File: src/include/uart_pkg.sv
// constants, types and helpers shared by the serial port design
package uart_pkg;
   // byte offsets on the register bus
   localparam logic [7:0] A_DATA = 8'h00;
   localparam logic [7:0] A_DIVL = 8'h04;
   localparam logic [7:0] A_DIVH = 8'h08;
   localparam logic [7:0] A_LCTL = 8'h0c;
   localparam logic [7:0] A_GCTL = 8'h10;
   localparam logic [7:0] A_STAT = 8'h14;
   localparam logic [7:0] A_MASK = 8'h18;
   // global control fields
   localparam int GC_EN   = 0;
   localparam int GC_DIV1 = 1;
   localparam int GC_IRDA = 2;
   localparam int GC_DMA  = 3;
   localparam int GC_CTS  = 4;
   localparam int GC_ARTS = 5;
   localparam int GC_THR  = 6;
   localparam int GC_TXSH = 7;
   localparam int GC_PRI  = 8;
   localparam int GC_W    = 10;
   // line control fields
   localparam int LC_WL  = 0;
   localparam int LC_STB = 2;
   localparam int LC_PEN = 3;
   localparam int LC_POD = 4;
   localparam int LC_W   = 5;
   // sticky status bits and live status position
   localparam int ST_RX   = 0;
   localparam int ST_TX   = 1;
   localparam int ST_PE   = 2;
   localparam int ST_FE   = 3;
   localparam int ST_OE   = 4;
   localparam int NEV     = 5;
   localparam int ST_LIVE = 8;
   // reset values
   localparam logic [GC_W-1:0] GC_RST  = 10'h000;
   localparam logic [LC_W-1:0] LC_RST  = 5'h03;
   localparam logic [15:0]     DIV_RST = 16'h0001;
   localparam logic [15:0]     DIV_ONE = 16'h0001;
   // last tick of a bit at 16x, centre point, last tick of the infrared pulse
   localparam logic [3:0] OVS_LAST = 4'hf;
   localparam logic [3:0] OVS_HALF = 4'h7;
   localparam logic [3:0] IR_LAST  = 4'h2;

   typedef enum logic [2:0] {
      S_IDLE, S_START, S_DATA, S_PAR, S_STOP
   } ser_state_t;

   // index of the last data bit: 4..7 for 5..8 bits
   function automatic logic [2:0] last_bit(input logic [1:0] wl);
      last_bit = {1'b1, wl};
   endfunction : last_bit

   // parity bit for the low data bits of d
   function automatic logic par_of(input logic [7:0] d,
                                   input logic [1:0] wl,
                                   input logic       odd);
      par_of = ^(d & (8'hff >> (3'h7 - last_bit(wl)))) ^ odd;
   endfunction : par_of
endpackage : uart_pkg

File: src/hdl/baud_tick.sv
// bit clock divider: one tick per divisor period of the system clock
`timescale 1ns/1ps
`default_nettype none
module baud_tick (
   input  wire logic        clock,
   input  wire logic        arst_n,
   input  wire logic        run,
   input  wire logic [15:0] divisor,
   output logic             tick
);
   import uart_pkg::*;

   logic [15:0] cnt;
   logic [15:0] next_cnt;
   logic        next_tick;

   // zero divisor reloads 65535, i.e. 65536 clocks, the slowest rate
   always_comb begin
      next_cnt  = cnt - DIV_ONE;
      next_tick = 1'b0;
      if (!run) begin
         next_cnt = divisor - DIV_ONE;
      end else if (cnt == 16'h0000) begin
         next_cnt  = divisor - DIV_ONE;
         next_tick = 1'b1;
      end
   end

   always_ff @(posedge clock or negedge arst_n) begin
      if (!arst_n) begin
         cnt  <= 16'h0000;
         tick <= 1'b0;
      end else begin
         cnt  <= next_cnt;
         tick <= next_tick;
      end
   end
endmodule : baud_tick
`default_nettype wire

File: src/hdl/async_serial_port.sv
// serial port core: bus registers, transmitter, receiver, interrupt
//
// Chosen here: the placing of the registers and the Wishbone interface to the registers.
`timescale 1ns/1ps
`default_nettype none
module async_serial_port (
   input  wire logic        clock,
   input  wire logic        arst_n,
   input  wire logic        wb_cyc_i,
   input  wire logic        wb_stb_i,
   input  wire logic        wb_we_i,
   input  wire logic [7:0]  wb_adr_i,
   input  wire logic [3:0]  wb_sel_i,
   input  wire logic [31:0] wb_dat_i,
   output logic [31:0]      wb_dat_o,
   output logic             wb_ack_o,
   input  wire logic        serial_in,
   output logic             serial_out,
   input  wire logic        clear_to_send_in,
   output logic             request_to_send_out,
   output logic             rx_line_to_timer,
   output logic             tx_dma_req,
   output logic             rx_dma_req,
   output logic [1:0]       dma_priority,
   output logic             irq
);
   import uart_pkg::*;

   logic [15:0]     div, next_div;
   logic [LC_W-1:0] lc, next_lc;
   logic [GC_W-1:0] gc, next_gc;
   logic [NEV-1:0]  st, next_st, mask, next_mask, w1c;
   logic [31:0]     next_rdat, rmux;
   logic            next_ack, done, wr, pop, wdat;
   logic [7:0]      a, thold, next_thold, rhold, next_rhold;
   logic            tfull, next_tfull, rfull, next_rfull;
   logic            ev_tx, ev_oe, next_rts, en, irda, tick, tlast;
   logic [3:0]      tl;
   logic            rx_s1, rx_s, cts_s1, cts_s;
   // transmitter state
   ser_state_t      ts, next_ts;
   logic [3:0]      tcnt, next_tcnt;
   logic [2:0]      tbit, next_tbit;
   logic [7:0]      tsh, next_tsh;
   logic            tpar, next_tpar, tstop, next_tstop;
   logic            txd, next_txd, next_sout, tx_take, tx_end, tbend;
   // receiver state
   ser_state_t      rs, next_rs;
   logic [3:0]      rcnt, next_rcnt, str, next_str;
   logic [2:0]      rbit, next_rbit;
   logic [7:0]      rsh, next_rsh, rword;
   logic            rline, rx_done, rperr, next_rperr, rsamp;

   assign a    = {wb_adr_i[7:2], 2'b00};
   assign en   = gc[GC_EN];
   assign irda = gc[GC_IRDA];
   assign tl   = gc[GC_DIV1] ? 4'h0 : OVS_LAST;

   baud_tick baud_tick_inst (
      .clock   (clock),
      .arst_n  (arst_n),
      .run     (en),
      .divisor (div),
      .tick    (tick)
   );

   // pin synchronisers; first stages feed only the second
   always_ff @(posedge clock or negedge arst_n) begin
      if (!arst_n) begin
         rx_s1  <= 1'b1;
         rx_s   <= 1'b1;
         cts_s1 <= 1'b0;
         cts_s  <= 1'b0;
      end else begin
         rx_s1  <= serial_in;
         rx_s   <= rx_s1;
         cts_s1 <= clear_to_send_in;
         cts_s  <= cts_s1;
      end
   end

   // register read mux
   always_comb begin
      case (a)
         A_DATA:  rmux = {24'h0, rhold};
         A_DIVL:  rmux = {24'h0, div[7:0]};
         A_DIVH:  rmux = {24'h0, div[15:8]};
         A_LCTL:  rmux = {27'h0, lc};
         A_GCTL:  rmux = {22'h0, gc};
         A_STAT:  rmux = {20'h0, cts_s, (ts == S_IDLE) & ~tfull,
                          ~tfull, rfull, 3'h0, st};
         A_MASK:  rmux = {27'h0, mask};
         default: rmux = 32'h0;
      endcase
   end

   // bus slave and register file; effects land on the edge ack is seen
   always_comb begin
      next_ack   = wb_cyc_i & wb_stb_i & ~wb_ack_o;
      done       = wb_cyc_i & wb_stb_i & wb_ack_o;
      wr         = done & wb_we_i & wb_sel_i[0];
      pop        = done & ~wb_we_i & (a == A_DATA);
      wdat       = wr & (a == A_DATA);
      w1c        = (wr && a == A_STAT) ? wb_dat_i[NEV-1:0] : '0;
      next_rdat  = next_ack ? rmux : wb_dat_o;
      next_div   = div;
      next_lc    = lc;
      next_gc    = gc;
      next_mask  = mask;
      if (wr) begin
         case (a)
            A_DIVL:  next_div[7:0]  = wb_dat_i[7:0];
            A_DIVH:  next_div[15:8] = wb_dat_i[7:0];
            A_LCTL:  next_lc   = wb_dat_i[LC_W-1:0];
            A_GCTL:  next_gc   = wb_dat_i[GC_W-1:0];
            A_MASK:  next_mask = wb_dat_i[NEV-1:0];
            default: ;
         endcase
      end
      // a write into a full holding register is dropped unless tx_take empties it that cycle
      next_tfull = (tfull & ~tx_take) | (wdat & (~tfull | tx_take));
      next_thold = (wdat & (~tfull | tx_take)) ? wb_dat_i[7:0] : thold;
      // overrun keeps the older character, the newer is lost
      ev_oe      = rx_done & rfull & ~pop;
      next_rfull = (rfull & ~pop) | (rx_done & ~ev_oe);
      next_rhold = (rx_done & ~ev_oe) ? rword : rhold;
      // transmit event timing chosen by software
      ev_tx = gc[GC_TXSH] ? (tx_end & ~tfull) : tx_take;
      // sticky flags: a set in the clearing cycle wins
      next_st = st & ~w1c;
      next_st[ST_RX] = next_st[ST_RX] | rx_done;
      next_st[ST_TX] = next_st[ST_TX] | ev_tx;
      next_st[ST_PE] = next_st[ST_PE] | (rx_done & rperr);
      next_st[ST_FE] = next_st[ST_FE] | (rx_done & ~rsamp);
      next_st[ST_OE] = next_st[ST_OE] | ev_oe;
      // fill counts holding register plus a character in flight
      next_rts = ~(gc[GC_ARTS] &
                   (({1'b0, rfull} + {1'b0, rs != S_IDLE}) >
                    {1'b0, gc[GC_THR]}));
   end

   always_ff @(posedge clock or negedge arst_n) begin
      if (!arst_n) begin
         wb_ack_o            <= 1'b0;
         wb_dat_o            <= 32'h0;
         div                 <= DIV_RST;
         lc                  <= LC_RST;
         gc                  <= GC_RST;
         mask                <= '0;
         st                  <= '0;
         tfull               <= 1'b0;
         thold               <= 8'h00;
         rfull               <= 1'b0;
         rhold               <= 8'h00;
         request_to_send_out <= 1'b1;
      end else begin
         wb_ack_o            <= next_ack;
         wb_dat_o            <= next_rdat;
         div                 <= next_div;
         lc                  <= next_lc;
         gc                  <= next_gc;
         mask                <= next_mask;
         st                  <= next_st;
         tfull               <= next_tfull;
         thold               <= next_thold;
         rfull               <= next_rfull;
         rhold               <= next_rhold;
         request_to_send_out <= next_rts;
      end
   end

   // interrupt level and dma requests; priority resets to lowest
   assign irq          = |(st & mask);
   assign tx_dma_req   = gc[GC_DMA] & en & ~tfull;
   assign rx_dma_req   = gc[GC_DMA] & rfull;
   assign dma_priority = gc[GC_PRI +: 2];

   // transmitter, runs independent of the receiver
   always_comb begin
      next_ts    = ts;
      next_tcnt  = tcnt;
      next_tbit  = tbit;
      next_tsh   = tsh;
      next_tpar  = tpar;
      next_tstop = tstop;
      next_txd   = txd;
      tx_take    = 1'b0;
      tx_end     = 1'b0;
      tbend      = tick & (tcnt == tl);
      if (tick) begin
         next_tcnt = tbend ? 4'h0 : tcnt + 4'h1;
      end
      unique case (ts)
         S_IDLE: begin
            next_tcnt = 4'h0;
            next_txd  = 1'b1;
            if (tick && en && tfull && (~gc[GC_CTS] | cts_s)) begin
               tx_take   = 1'b1;
               next_ts   = S_START;
               next_txd  = 1'b0;
               next_tsh  = thold;
               next_tbit = 3'h0;
               next_tpar = par_of(thold, lc[LC_WL +: 2], lc[LC_POD]);
            end
         end
         S_START: if (tbend) begin
            next_ts  = S_DATA;
            next_txd = tsh[0];
         end
         S_DATA: if (tbend) begin
            if (tbit == last_bit(lc[LC_WL +: 2])) begin
               next_ts    = lc[LC_PEN] ? S_PAR : S_STOP;
               next_txd   = lc[LC_PEN] ? tpar : 1'b1;
               next_tstop = lc[LC_STB];
            end else begin
               next_tsh  = tsh >> 1;
               next_txd  = tsh[1];
               next_tbit = tbit + 3'h1;
            end
         end
         S_PAR: if (tbend) begin
            next_ts    = S_STOP;
            next_txd   = 1'b1;
            next_tstop = lc[LC_STB];
         end
         S_STOP: if (tbend) begin
            if (tstop) begin
               next_tstop = 1'b0; // second stop bit
            end else begin
               tx_end  = 1'b1;
               next_ts = S_IDLE;
            end
         end
      endcase
      if (!en) begin
         next_ts = S_IDLE;
      end
      // infrared: short high pulse for a zero, dark otherwise
      if (irda) begin
         next_sout = ~next_txd & (next_ts != S_IDLE) &
                     (next_tcnt <= IR_LAST);
      end else begin
         next_sout = next_txd;
      end
   end

   always_ff @(posedge clock or negedge arst_n) begin
      if (!arst_n) begin
         ts         <= S_IDLE;
         tcnt       <= 4'h0;
         tbit       <= 3'h0;
         tsh        <= 8'h00;
         tpar       <= 1'b0;
         tstop      <= 1'b0;
         txd        <= 1'b1;
         serial_out <= 1'b1;
      end else begin
         ts         <= next_ts;
         tcnt       <= next_tcnt;
         tbit       <= next_tbit;
         tsh        <= next_tsh;
         tpar       <= next_tpar;
         tstop      <= next_tstop;
         txd        <= next_txd;
         serial_out <= next_sout;
      end
   end

   // infrared pulses are stretched over a bit so the sampler sees them
   assign rline            = irda ? ~(rx_s | (str != 4'h0)) : rx_s;
   assign rx_line_to_timer = rline;
   assign rsamp            = rline;
   assign tlast            = (rcnt == tl);
   assign rword = rsh >> (3'h7 - last_bit(lc[LC_WL +: 2]));

   // receiver, runs independent of the transmitter
   always_comb begin
      next_rs    = rs;
      next_rcnt  = rcnt;
      next_rbit  = rbit;
      next_rsh   = rsh;
      next_rperr = rperr;
      rx_done    = 1'b0;
      next_str   = str;
      if (irda && rx_s) begin
         next_str = OVS_LAST;
      end else if (tick && str != 4'h0) begin
         next_str = str - 4'h1;
      end
      unique case (rs)
         S_IDLE: begin
            next_rcnt  = 4'h0;
            next_rbit  = 3'h0;
            next_rperr = 1'b0;
            if (en && tick && !rline) begin
               next_rs = gc[GC_DIV1] ? S_DATA : S_START;
            end
         end
         S_START: if (tick) begin
            if (rcnt == OVS_HALF) begin
               next_rcnt = 4'h0;
               next_rs   = rline ? S_IDLE : S_DATA;
            end else begin
               next_rcnt = rcnt + 4'h1;
            end
         end
         S_DATA: if (tick) begin
            next_rcnt = tlast ? 4'h0 : rcnt + 4'h1;
            if (tlast) begin
               next_rsh = {rline, rsh[7:1]};
               if (rbit == last_bit(lc[LC_WL +: 2])) begin
                  next_rs = lc[LC_PEN] ? S_PAR : S_STOP;
               end else begin
                  next_rbit = rbit + 3'h1;
               end
            end
         end
         S_PAR: if (tick) begin
            next_rcnt = tlast ? 4'h0 : rcnt + 4'h1;
            if (tlast) begin
               next_rperr = rline !=
                  par_of(rword, lc[LC_WL +: 2], lc[LC_POD]);
               next_rs = S_STOP;
            end
         end
         S_STOP: if (tick) begin
            next_rcnt = tlast ? 4'h0 : rcnt + 4'h1;
            if (tlast) begin
               rx_done = 1'b1; // only the first stop bit is checked
               next_rs = S_IDLE;
            end
         end
      endcase
      if (!en) begin
         next_rs = S_IDLE;
      end
   end

   always_ff @(posedge clock or negedge arst_n) begin
      if (!arst_n) begin
         rs    <= S_IDLE;
         rcnt  <= 4'h0;
         rbit  <= 3'h0;
         rsh   <= 8'h00;
         rperr <= 1'b0;
         str   <= 4'h0;
      end else begin
         rs    <= next_rs;
         rcnt  <= next_rcnt;
         rbit  <= next_rbit;
         rsh   <= next_rsh;
         rperr <= next_rperr;
         str   <= next_str;
      end
   end
endmodule : async_serial_port
`default_nettype wire

File: config.mk
export PLATFORM = sky130hd
export DESIGN_NAME = async_serial_port
export DESIGN_NICKNAME = d
export VERILOG_FILES = /design/src/include/uart_pkg.sv /design/src/hdl/baud_tick.sv /design/src/hdl/async_serial_port.sv
export SDC_FILE = /design/constraint.sdc
export NUM_CORES = 1
export LEC_CHECK = 0
export BUFFER_PORTS_ARGS = -buffer_cell sky130_fd_sc_hd__buf_2
export CAP_MARGIN = 20
export CORE_AREA = 2 2 123 125
export CTS_BUF_LIST = sky130_fd_sc_hd__clkbuf_16
export CTS_CLUSTER_DIAMETER = 200
export DETAILED_ROUTE_END_ITERATION = 8
export DIE_AREA = 0 0 125 127
export GPL_TIMING_DRIVEN = 0
export HOLD_SLACK_MARGIN = 0.15
export PLACE_DENSITY_LB_ADDON = 0.3
export SYNTH_ARGS = -nofsm -noshare
export SYNTH_HDL_FRONTEND = slang
export SYNTH_SLANG_ARGS = --single-unit
File: constraint.sdc
create_clock -name clock -period 2.31 [get_ports clock]
set_input_delay 0.231 -clock clock [delete_from_list [all_inputs] [get_ports clock]]
set_output_delay 0.231 -clock clock [all_outputs]
set_load 0.01 [all_outputs]
==> results.txt, run 1 <==
- Internal power of the cells: around 0.0041 W
- Compared with the post-synthesis result, the final layout area differs by 17.3%.
- Number of remaining DRC errors: 0
* Clock-pin slew reported for the worst setup and hold paths after clock tree synthesis: roughly 0.06 ns
- Of the total power, the clock network draws 0.490.
- End point of the critical path: rhold[2]$_DFFE_PN0P_
- In this run the power density over the cells is about 590 mW/mm^2.
* Tcrit/Tclk final: 0.988
- Sequential Power Share: 0.457
* Yosys reg bits: 139
* Dominant synthesized flop cell: sky130_fd_sc_hd__dfrtp_1
- For this run, asynchronously set or reset flops after synthesis account for 1.00.
- Destination of the worst register-to-register timing path: rhold[2]$_DFFE_PN0P_
* Maximum achievable frequency: ~440 MHz
- Number of cell rows: 44
- The worst setup path is launched from a register.
- Antenna Cells: 0
* Top delay family on crit path: simple AND/OR/NAND/NOR gates
* Antenna violations before repair: 0
- Dividing the detail-routed via count by the number of cells gives 5.90.
* CP Launch Point: gc[1]$_DFFE_PN0P_
- R2r startpoint: gc[1]$_DFFE_PN0P_
- Leaving out filler cells and counting taps, the final layout contains slightly above 1,000.
- The tree is rooted in a sky130_fd_sc_hd__clkbuf_16.
* TritonCTS Buffers: 17
* Deepest clock path buffer count: 2
- Number of global-route vias before repair: 5,987
- Vertical extent of the die: roughly 130 um
- The share of the Yosys chip area taken by registers is 0.446.
- Crit path DAT: about 2.6 ns
* Warning count from the yosys run: 0
- The initial utilization of the core area, before any placement, comes to 0.543.
- The hold violation count in the final report is 0.
- The flow ran to the end, and the final reports show no timing, DRC or antenna violations.
- In this run the number of cells on the critical path is 8.
* Final estimated routing congestion in global placement: roughly 0.96
- Vias after detailed routing: a little over 6,000
- GRT Resource Usage Total: 0.248
- Unique cell type count in the Yosys netlist: a little under 90
* Tmin final: about 2.3 ns
- Max-slew violation total from the final report: 0
* Fin Setup TNS: 0 ns
* Worst min path class: input pin to register
- Average wire per standard cell: between 15 and 20 um
- In the layout the commonest cells are sky130_fd_sc_hd__dfrtp_1, sky130_fd_sc_hd__nand2_1, sky130_fd_sc_hd__mux2_2.
- Avg Inst Size Synth: 10.6 um^2
- Clock tree skew after final layout: 0.00633 ns
- Pin slew with the least headroom to its limit: 0.697 ns
- Length in cells of the worst reg-to-reg path: 8
- Detailed placement finished with a half-perimeter wire length of around 14 mm.
- Iter 0 DRT Violations: between 700 and 800
- The final layout contains routed wiring with a total length of 19.2 mm.
- Number of clock sinks: roughly 140
* Die Footprint: approximately 0.016 mm^2
* Delay contributed by the slowest stage of the critical path: about 0.49 ns
* R2R setup slack: around 0.027 ns
- Clock latency on the worst-skew pair, taken at its later pin, is ~0.42 ns.
- Largest net degree at the start of global routing: just over 90
- Required time at the endpoint of the critical path: roughly 2.6 ns
- Setup repair after global routing could not meet its margin everywhere.
- OpenSTA, run right after detailed placement, puts the worst setup slack at -0.133 ns.
* Post-synthesis instance total: 740
- Once placement completed, the tool counted placed cells totaling ~990.
* Number of flops mapped to enable cells by yosys: 0
* Worst setup margin: 0.0266 ns
- Static leakage: about 4.2 nW
- The die is 125 um wide.
- just over 90 I/O pins were placed.
- NumNets Final: about 900
* Number of port buffers: 44
- Across the VDD grid, the largest voltage drop is roughly 0.55 mV.
* Final global-route overflow total: 0
- Core region area: roughly 0.014 mm^2
- The detail route stage leaves a number of antenna-violating nets equal to 0.
- Counting both buffers and inverters, the worst setup path holds a total of 3.
* Remaining max-slew budget at the tightest pin: 0.533
- On the critical path, the stage with the largest delay is an instance of sky130_fd_sc_hd__or4b_4.
* Wire length of the first global-routing pass: ~31 mm
- Fraction of final layout cells with drive strength greater than 1: 0.272
* Max-capacitance violation count: 0
- Summing every instance area after synthesis gives approximately 0.008 mm^2.
- Leading cell type in the layout, fill and taps excluded: sky130_fd_sc_hd__dfrtp_1
- The cell that appears most often on the critical path is sky130_fd_sc_hd__buf_6.
- H-tree level count: 4
* Final-report setup violation count: 0
- Of the total power, the share spent switching nets is 0.235.
* Endpoint type of the worst setup path: register
* Comb pwr share: 0.054
* P_sw: between 0.001 and 0.0015 W
- Along the worst path, the maximum fanout reaches 9.
- CTS tree: done
- Chain of cells forming the critical path: buf_6 > or4b_4 > o32ai_4 > and2_1 > buf_4 > nand4_4 > buf_6 > mux2_4
* Drt pass-1 iters: 5
* Worst setup path class: register to register
## metal layers
metal  track usage  part of all wire  vias up
met2         0.399              0.48      240
li1              -                 -     2791
met3        0.0473             0.072       32
met5             0                 0        -
met4        0.0850             0.020        0
met1         0.340              0.43     3016
## synth_stat cells (18+ instances only)
master,number,area share
sky130_fd_sc_hd__mux2_2,57,0.082
sky130_fd_sc_hd__inv_1,22,0.011
sky130_fd_sc_hd__xnor2_1,33,0.037
sky130_fd_sc_hd__mux2i_1,26,0.033
sky130_fd_sc_hd__xor2_1,20,0.022
sky130_fd_sc_hd__a21oi_1,24,0.015
sky130_fd_sc_hd__nand2_1,86,0.041
sky130_fd_sc_hd__dfrtp_1,131,0.42
sky130_fd_sc_hd__o21ai_0,41,0.026
sky130_fd_sc_hd__nor2_1,56,0.027
sky130_fd_sc_hd__buf_4,25,0.024
sky130_fd_sc_hd__nand3_1,18,0.012
## area by class of cell
class / count / area [um^2]
buffer: 51 / 379
inverter: 22 / 82.6
fill: 1125 / 5250
clock buffer: 17 / 425
clock inverter: 15 / 151
multi-input combinational: 546 / 4050
sequential: 139 / 3490
timing repair buffer: 57 / 364
tap: 184 / 230
## what timing repair did
| action | CTS | global route |
|---|---|---|
| setup endpoints to repair | 19 | 44 |
| pin swaps | 0 | 4 |
| setup buffers | 0 | 2 |
| cloned | 0 | 1 |
| endpoints found under the hold margin | 63 | 0 |
| hold buffers | 9 | 0 |
| gates resized for setup | 9 | 15 |
## tightest hold or removal path: cells and delay by family
| kind | cells | cell delay, ns |
|---|---|---|
| AOI/OAI and AO/OA | 1 | 0.15 |
| buffers and inverters | 1 | 0.10 |
| and+or+nand+nor | 1 | 0.09 |
## power by group through the flow
stage          logic [W]  registers, W  clock network, W
2_1_floorplan   0.000142       0.00251                 0
3_3_place_gp    0.000257       0.00252                 0
3_5_place_dp    0.000272       0.00252                 0
4_1_cts         0.000287       0.00248           0.00269
5_1_grt         0.000324       0.00248           0.00278
6_report        0.000292       0.00248           0.00266
## per-stage QoR
step	util	cell area (um^2)	power, W	hold WS [ns]
3_5_place_dp	0.581	8380	0.00279	0.196
4_1_cts	0.631	9100	0.00545	0.166
3_3_place_gp	0.579	8350	0.00277	0.337
5_1_grt	0.636	9180	0.00559	0.198
6_report	0.636	9180	0.00543	0.178
2_1_floorplan	-	7900	0.00266	-0.0646
## cell families after synthesis
family,Yosys count,synth area share
and+or+nand+nor,242,0.164
xor gates and xnor gates,53,0.0593
buffers and inverters,74,0.0584
muxes,93,0.142
other,1,0.000479
adders and majority gates,10,0.0169
DFF,139,0.446
AOI/OAI and AO/OA,128,0.113
## registers in the layout (all words and copies together) (netlist names), 8 cells and up
register,count
gc,10
rsh,8
baud_tick_inst.cnt,16
rhold,8
thold,8
wb_dat_o,12
tsh,8
div,16
## worst min path at each step
stage,startpoint,endpoint,slack [ns],cells after the start
after floorplan,arst_n,baud_tick_inst.cnt[0]$_DFF_PN0_,-0.06,0
after global placement,serial_in,rx_s1$_DFF_PN1_,0.34,1
after detailed placement,arst_n,rcnt[3]$_DFFE_PN0P_,0.20,1
after CTS,wb_dat_i[1],div[1]$_DFFE_PN0P_,0.17,3
after global routing,wb_dat_i[1],div[1]$_DFFE_PN0P_,0.20,3
final,wb_we_i,rfull$_DFF_PN0_,0.18,3
Power figures use the tool's default switching activity.
==> run 2, diff against run 1 <==
==> constraint.sdc (replaced) <==
create_clock -name clock -period 2.2 [get_ports clock]
set_input_delay 0.22 -clock clock [delete_from_list [all_inputs] [get_ports clock]]
set_output_delay 0.22 -clock clock [all_outputs]
set_load 0.01 [all_outputs]
==> results.txt, run 2 (synthesis results as in run 1) <==
- TritonCTS built the clock tree.
- Subtracting the final worst setup slack from the clock period gives 2.20 ns.
* P_sw: ~0.0014 W
- Routed WL: between 15 and 20 mm
- Via density per instance: 5.95
- Starting Density: 0.543
- Max-cap violations in this run came to 0.
- Critical path fanouts, max: 10
* Die Footprint: 0.0159 mm^2
* Clock-pin slew reported for the worst setup and hold paths after clock tree synthesis: 0.06 ns
- Synthesis-to-finish area growth: 21.0%
- Top-level I/O count: just over 90
- Placement-stage worst setup slack: -0.232 ns
* Sequential Power Share: 0.453
- In the final layout, the share of cells above drive strength 1 is 0.306.
* Worst min path class: input pin to register
- Number of global-route vias before repair: between 6,000 and 7,000
* Iter 0 DRT Violations: approximately 660
* Final-report setup violation count: 1
* Tcrit/Tclk final: 1.00
- Violations in the final reports: setup timing
- Antenna viol nets, final: 0
- TritonCTS Buffers: 17
- Maximum achievable frequency: between 400 and 500 MHz
- STA classifies the critical path endpoint as a register.
- Width of the die: 125 um
- Worst setup path class: register to register
* Final estimated routing congestion in global placement: 0.962
* Wire length of the first global-routing pass: approximately 32 mm
* GRT Resource Usage Total: 0.251
- Antenna Cells: 0
- Final global-route overflow total: 0
* Remaining max-slew budget at the tightest pin: 0.526
- The initialized floorplan defines 44 standard-cell rows.
- Summed over all cells, the static leakage comes to between 4 and 5 nW.
- In the layout the commonest cells are sky130_fd_sc_hd__dfrtp_1, sky130_fd_sc_hd__nand2_1, sky130_fd_sc_hd__mux2_2.
* Antenna violations before repair: 0
- DP Cell Count: slightly below 1,000
- Post-detailed-placement half-perimeter wirelength: roughly 14 mm
- H-tree level count: 4
- The clock passes through at most 2 buffers.
- Counting the fill cells in the layout gives between 1,000 and 1,500.
- The clock reaches the later pin of the worst-skew pair after roughly 0.43 ns.
- After floorplanning, the core was sized to cover about 0.014 mm^2.
- Largest net degree at the start of global routing: 92
* Element type at the critical path start: register
- Clock tree skew after final layout: 0.00979 ns
- NumNets Final: around 900
* Required time at the endpoint of the critical path: approximately 2.5 ns
- Sw Ratio: 0.239
- Pwr dens: 606 mW/mm^2
* Vias after detailed routing: approximately 6,300
* Setup repair after global routing missed its margin: yes
- Average wire per standard cell: roughly 19 um
- Final Instance Count excl. Fillers: about 1,100
- For the pin with the worst max-slew slack, the measured transition is between 0.7 and 0.8 ns.
- Number of clock sinks: ~140
- Data on the critical path arrives at its endpoint at roughly 2.5 ns.
* Final hold violation count: 0
- Maximum vdd ir drop: around 0.59 mV
- Number of port buffers: 44
* Number of remaining DRC errors: 0
* Outcome: complete, but fails checks
* Max-slew violation total from the final report: 0
- Of the total power, combinational logic draws 0.057.
* Vertical extent of the die: 127 um
- Clock network fraction of total power: 0.489
- On the final layout, the worst hold slack is 0.159 ns.
- The placed instances occupy a cell area of roughly 0.0084 mm^2.
* Worst setup margin: -0.000761 ns
* Leading cell type in the layout, fill and taps excluded: sky130_fd_sc_hd__dfrtp_1
- In this run the clock root is driven by a sky130_fd_sc_hd__clkbuf_16.
* Top Registers: baud_tick_inst.cnt: 16 flops, div: 16 flops, wb_dat_o: 12 flops
- Drt pass-1 iters: 5
- Finished Cell Area: 0.00947 mm^2
- The internal power of the cells totals 0.00437 W.
* Fin Setup TNS: -0.000761 ns
==> run 2: cell count changes in the layout (fill, tap and decap cells not counted), sizes merged <==
cell    change
buf        +22
clkbuf      -1
==> run 2: final timing paths <==
check	startpoint	to	slack, ns	depth (start not counted)
setup / recovery	lc[0]$_DFFE_PN1P_	rperr$_DFFE_PN0P_	-0.0008	7
hold / removal	wb_dat_i[1]	div[1]$_DFFE_PN0P_	0.16	3
setup reg to reg	lc[0]$_DFFE_PN1P_	rperr$_DFFE_PN0P_	-0.0008	7
hold reg to reg	rx_s1$_DFF_PN1_	rx_s$_DFF_PN1_	0.35	0
max in group asynchronous	arst_n	div[0]$_DFFE_PN1P_	1.09	3
min in group asynchronous	arst_n	rcnt[3]$_DFFE_PN0P_	0.29	2
==> run 2: final cells by class <==
type	count	area, um^2	area share
Multi-Input combinational cell	546	4160	0.439
Tap cell	184	230	0.0243
Timing Repair Buffer	79	532	0.0561
Clock buffer	17	425	0.0449
Buffer	50	400	0.0423
Clock inverter	15	151	0.0160
Inverter	22	82.6	0.00872
Sequential cell	139	3490	0.369
==> run 2: what timing repair did <==
item	in CTS	in global routing
resized for setup	24	31
hold buffers	9	0
endpoints found under the setup margin	45	58
setup buffers	4	21
endpoints found under the hold margin	64	0
pin swaps	3	10
==> run 2: through the flow <==
| step | power [W] | utilization |
|---|---|---|
| detailed placement | 0.00293 | 0.581 |
| floorplan | 0.00279 | - |
| global placement | 0.00291 | 0.579 |
| finish | 0.00574 | 0.657 |
| CTS | 0.00573 | 0.637 |
| global route | 0.00589 | 0.657 |
==> run 2: power groups by stage <==
| stage | Sequential (W) | Clock (W) | Combinational [W] |
|---|---|---|---|
| 2_1_floorplan | 0.00264 | 0 | 0.000149 |
| 3_3_place_gp | 0.00264 | 0 | 0.000270 |
| 3_5_place_dp | 0.00264 | 0 | 0.000286 |
| 4_1_cts | 0.00260 | 0.00282 | 0.000306 |
| 5_1_grt | 0.00260 | 0.00293 | 0.000360 |
| 6_report | 0.00260 | 0.00281 | 0.000328 |
==> run 2: critical path: stages (launching register included) <==
cell and delay (ns):
sky130_fd_sc_hd__dfstp_2 0.56, sky130_fd_sc_hd__buf_12 0.15, sky130_fd_sc_hd__mux4_2 0.55, sky130_fd_sc_hd__xor2_2 0.20, sky130_fd_sc_hd__xnor2_1 0.16, sky130_fd_sc_hd__xnor2_1 0.16, sky130_fd_sc_hd__xnor2_1 0.13, sky130_fd_sc_hd__o31ai_1 0.19
==> run 2: layer usage <==
| layer | vias up | global-route usage | share of wire |
|---|---|---|---|
| li1 | 2833 | - | - |
| met1 | 3107 | 0.344 | 0.42 |
| met2 | 279 | 0.405 | 0.48 |
| met3 | 42 | 0.0503 | 0.074 |
| met4 | 0 | 0.0876 | 0.021 |
| met5 | - | 0 | 0 |
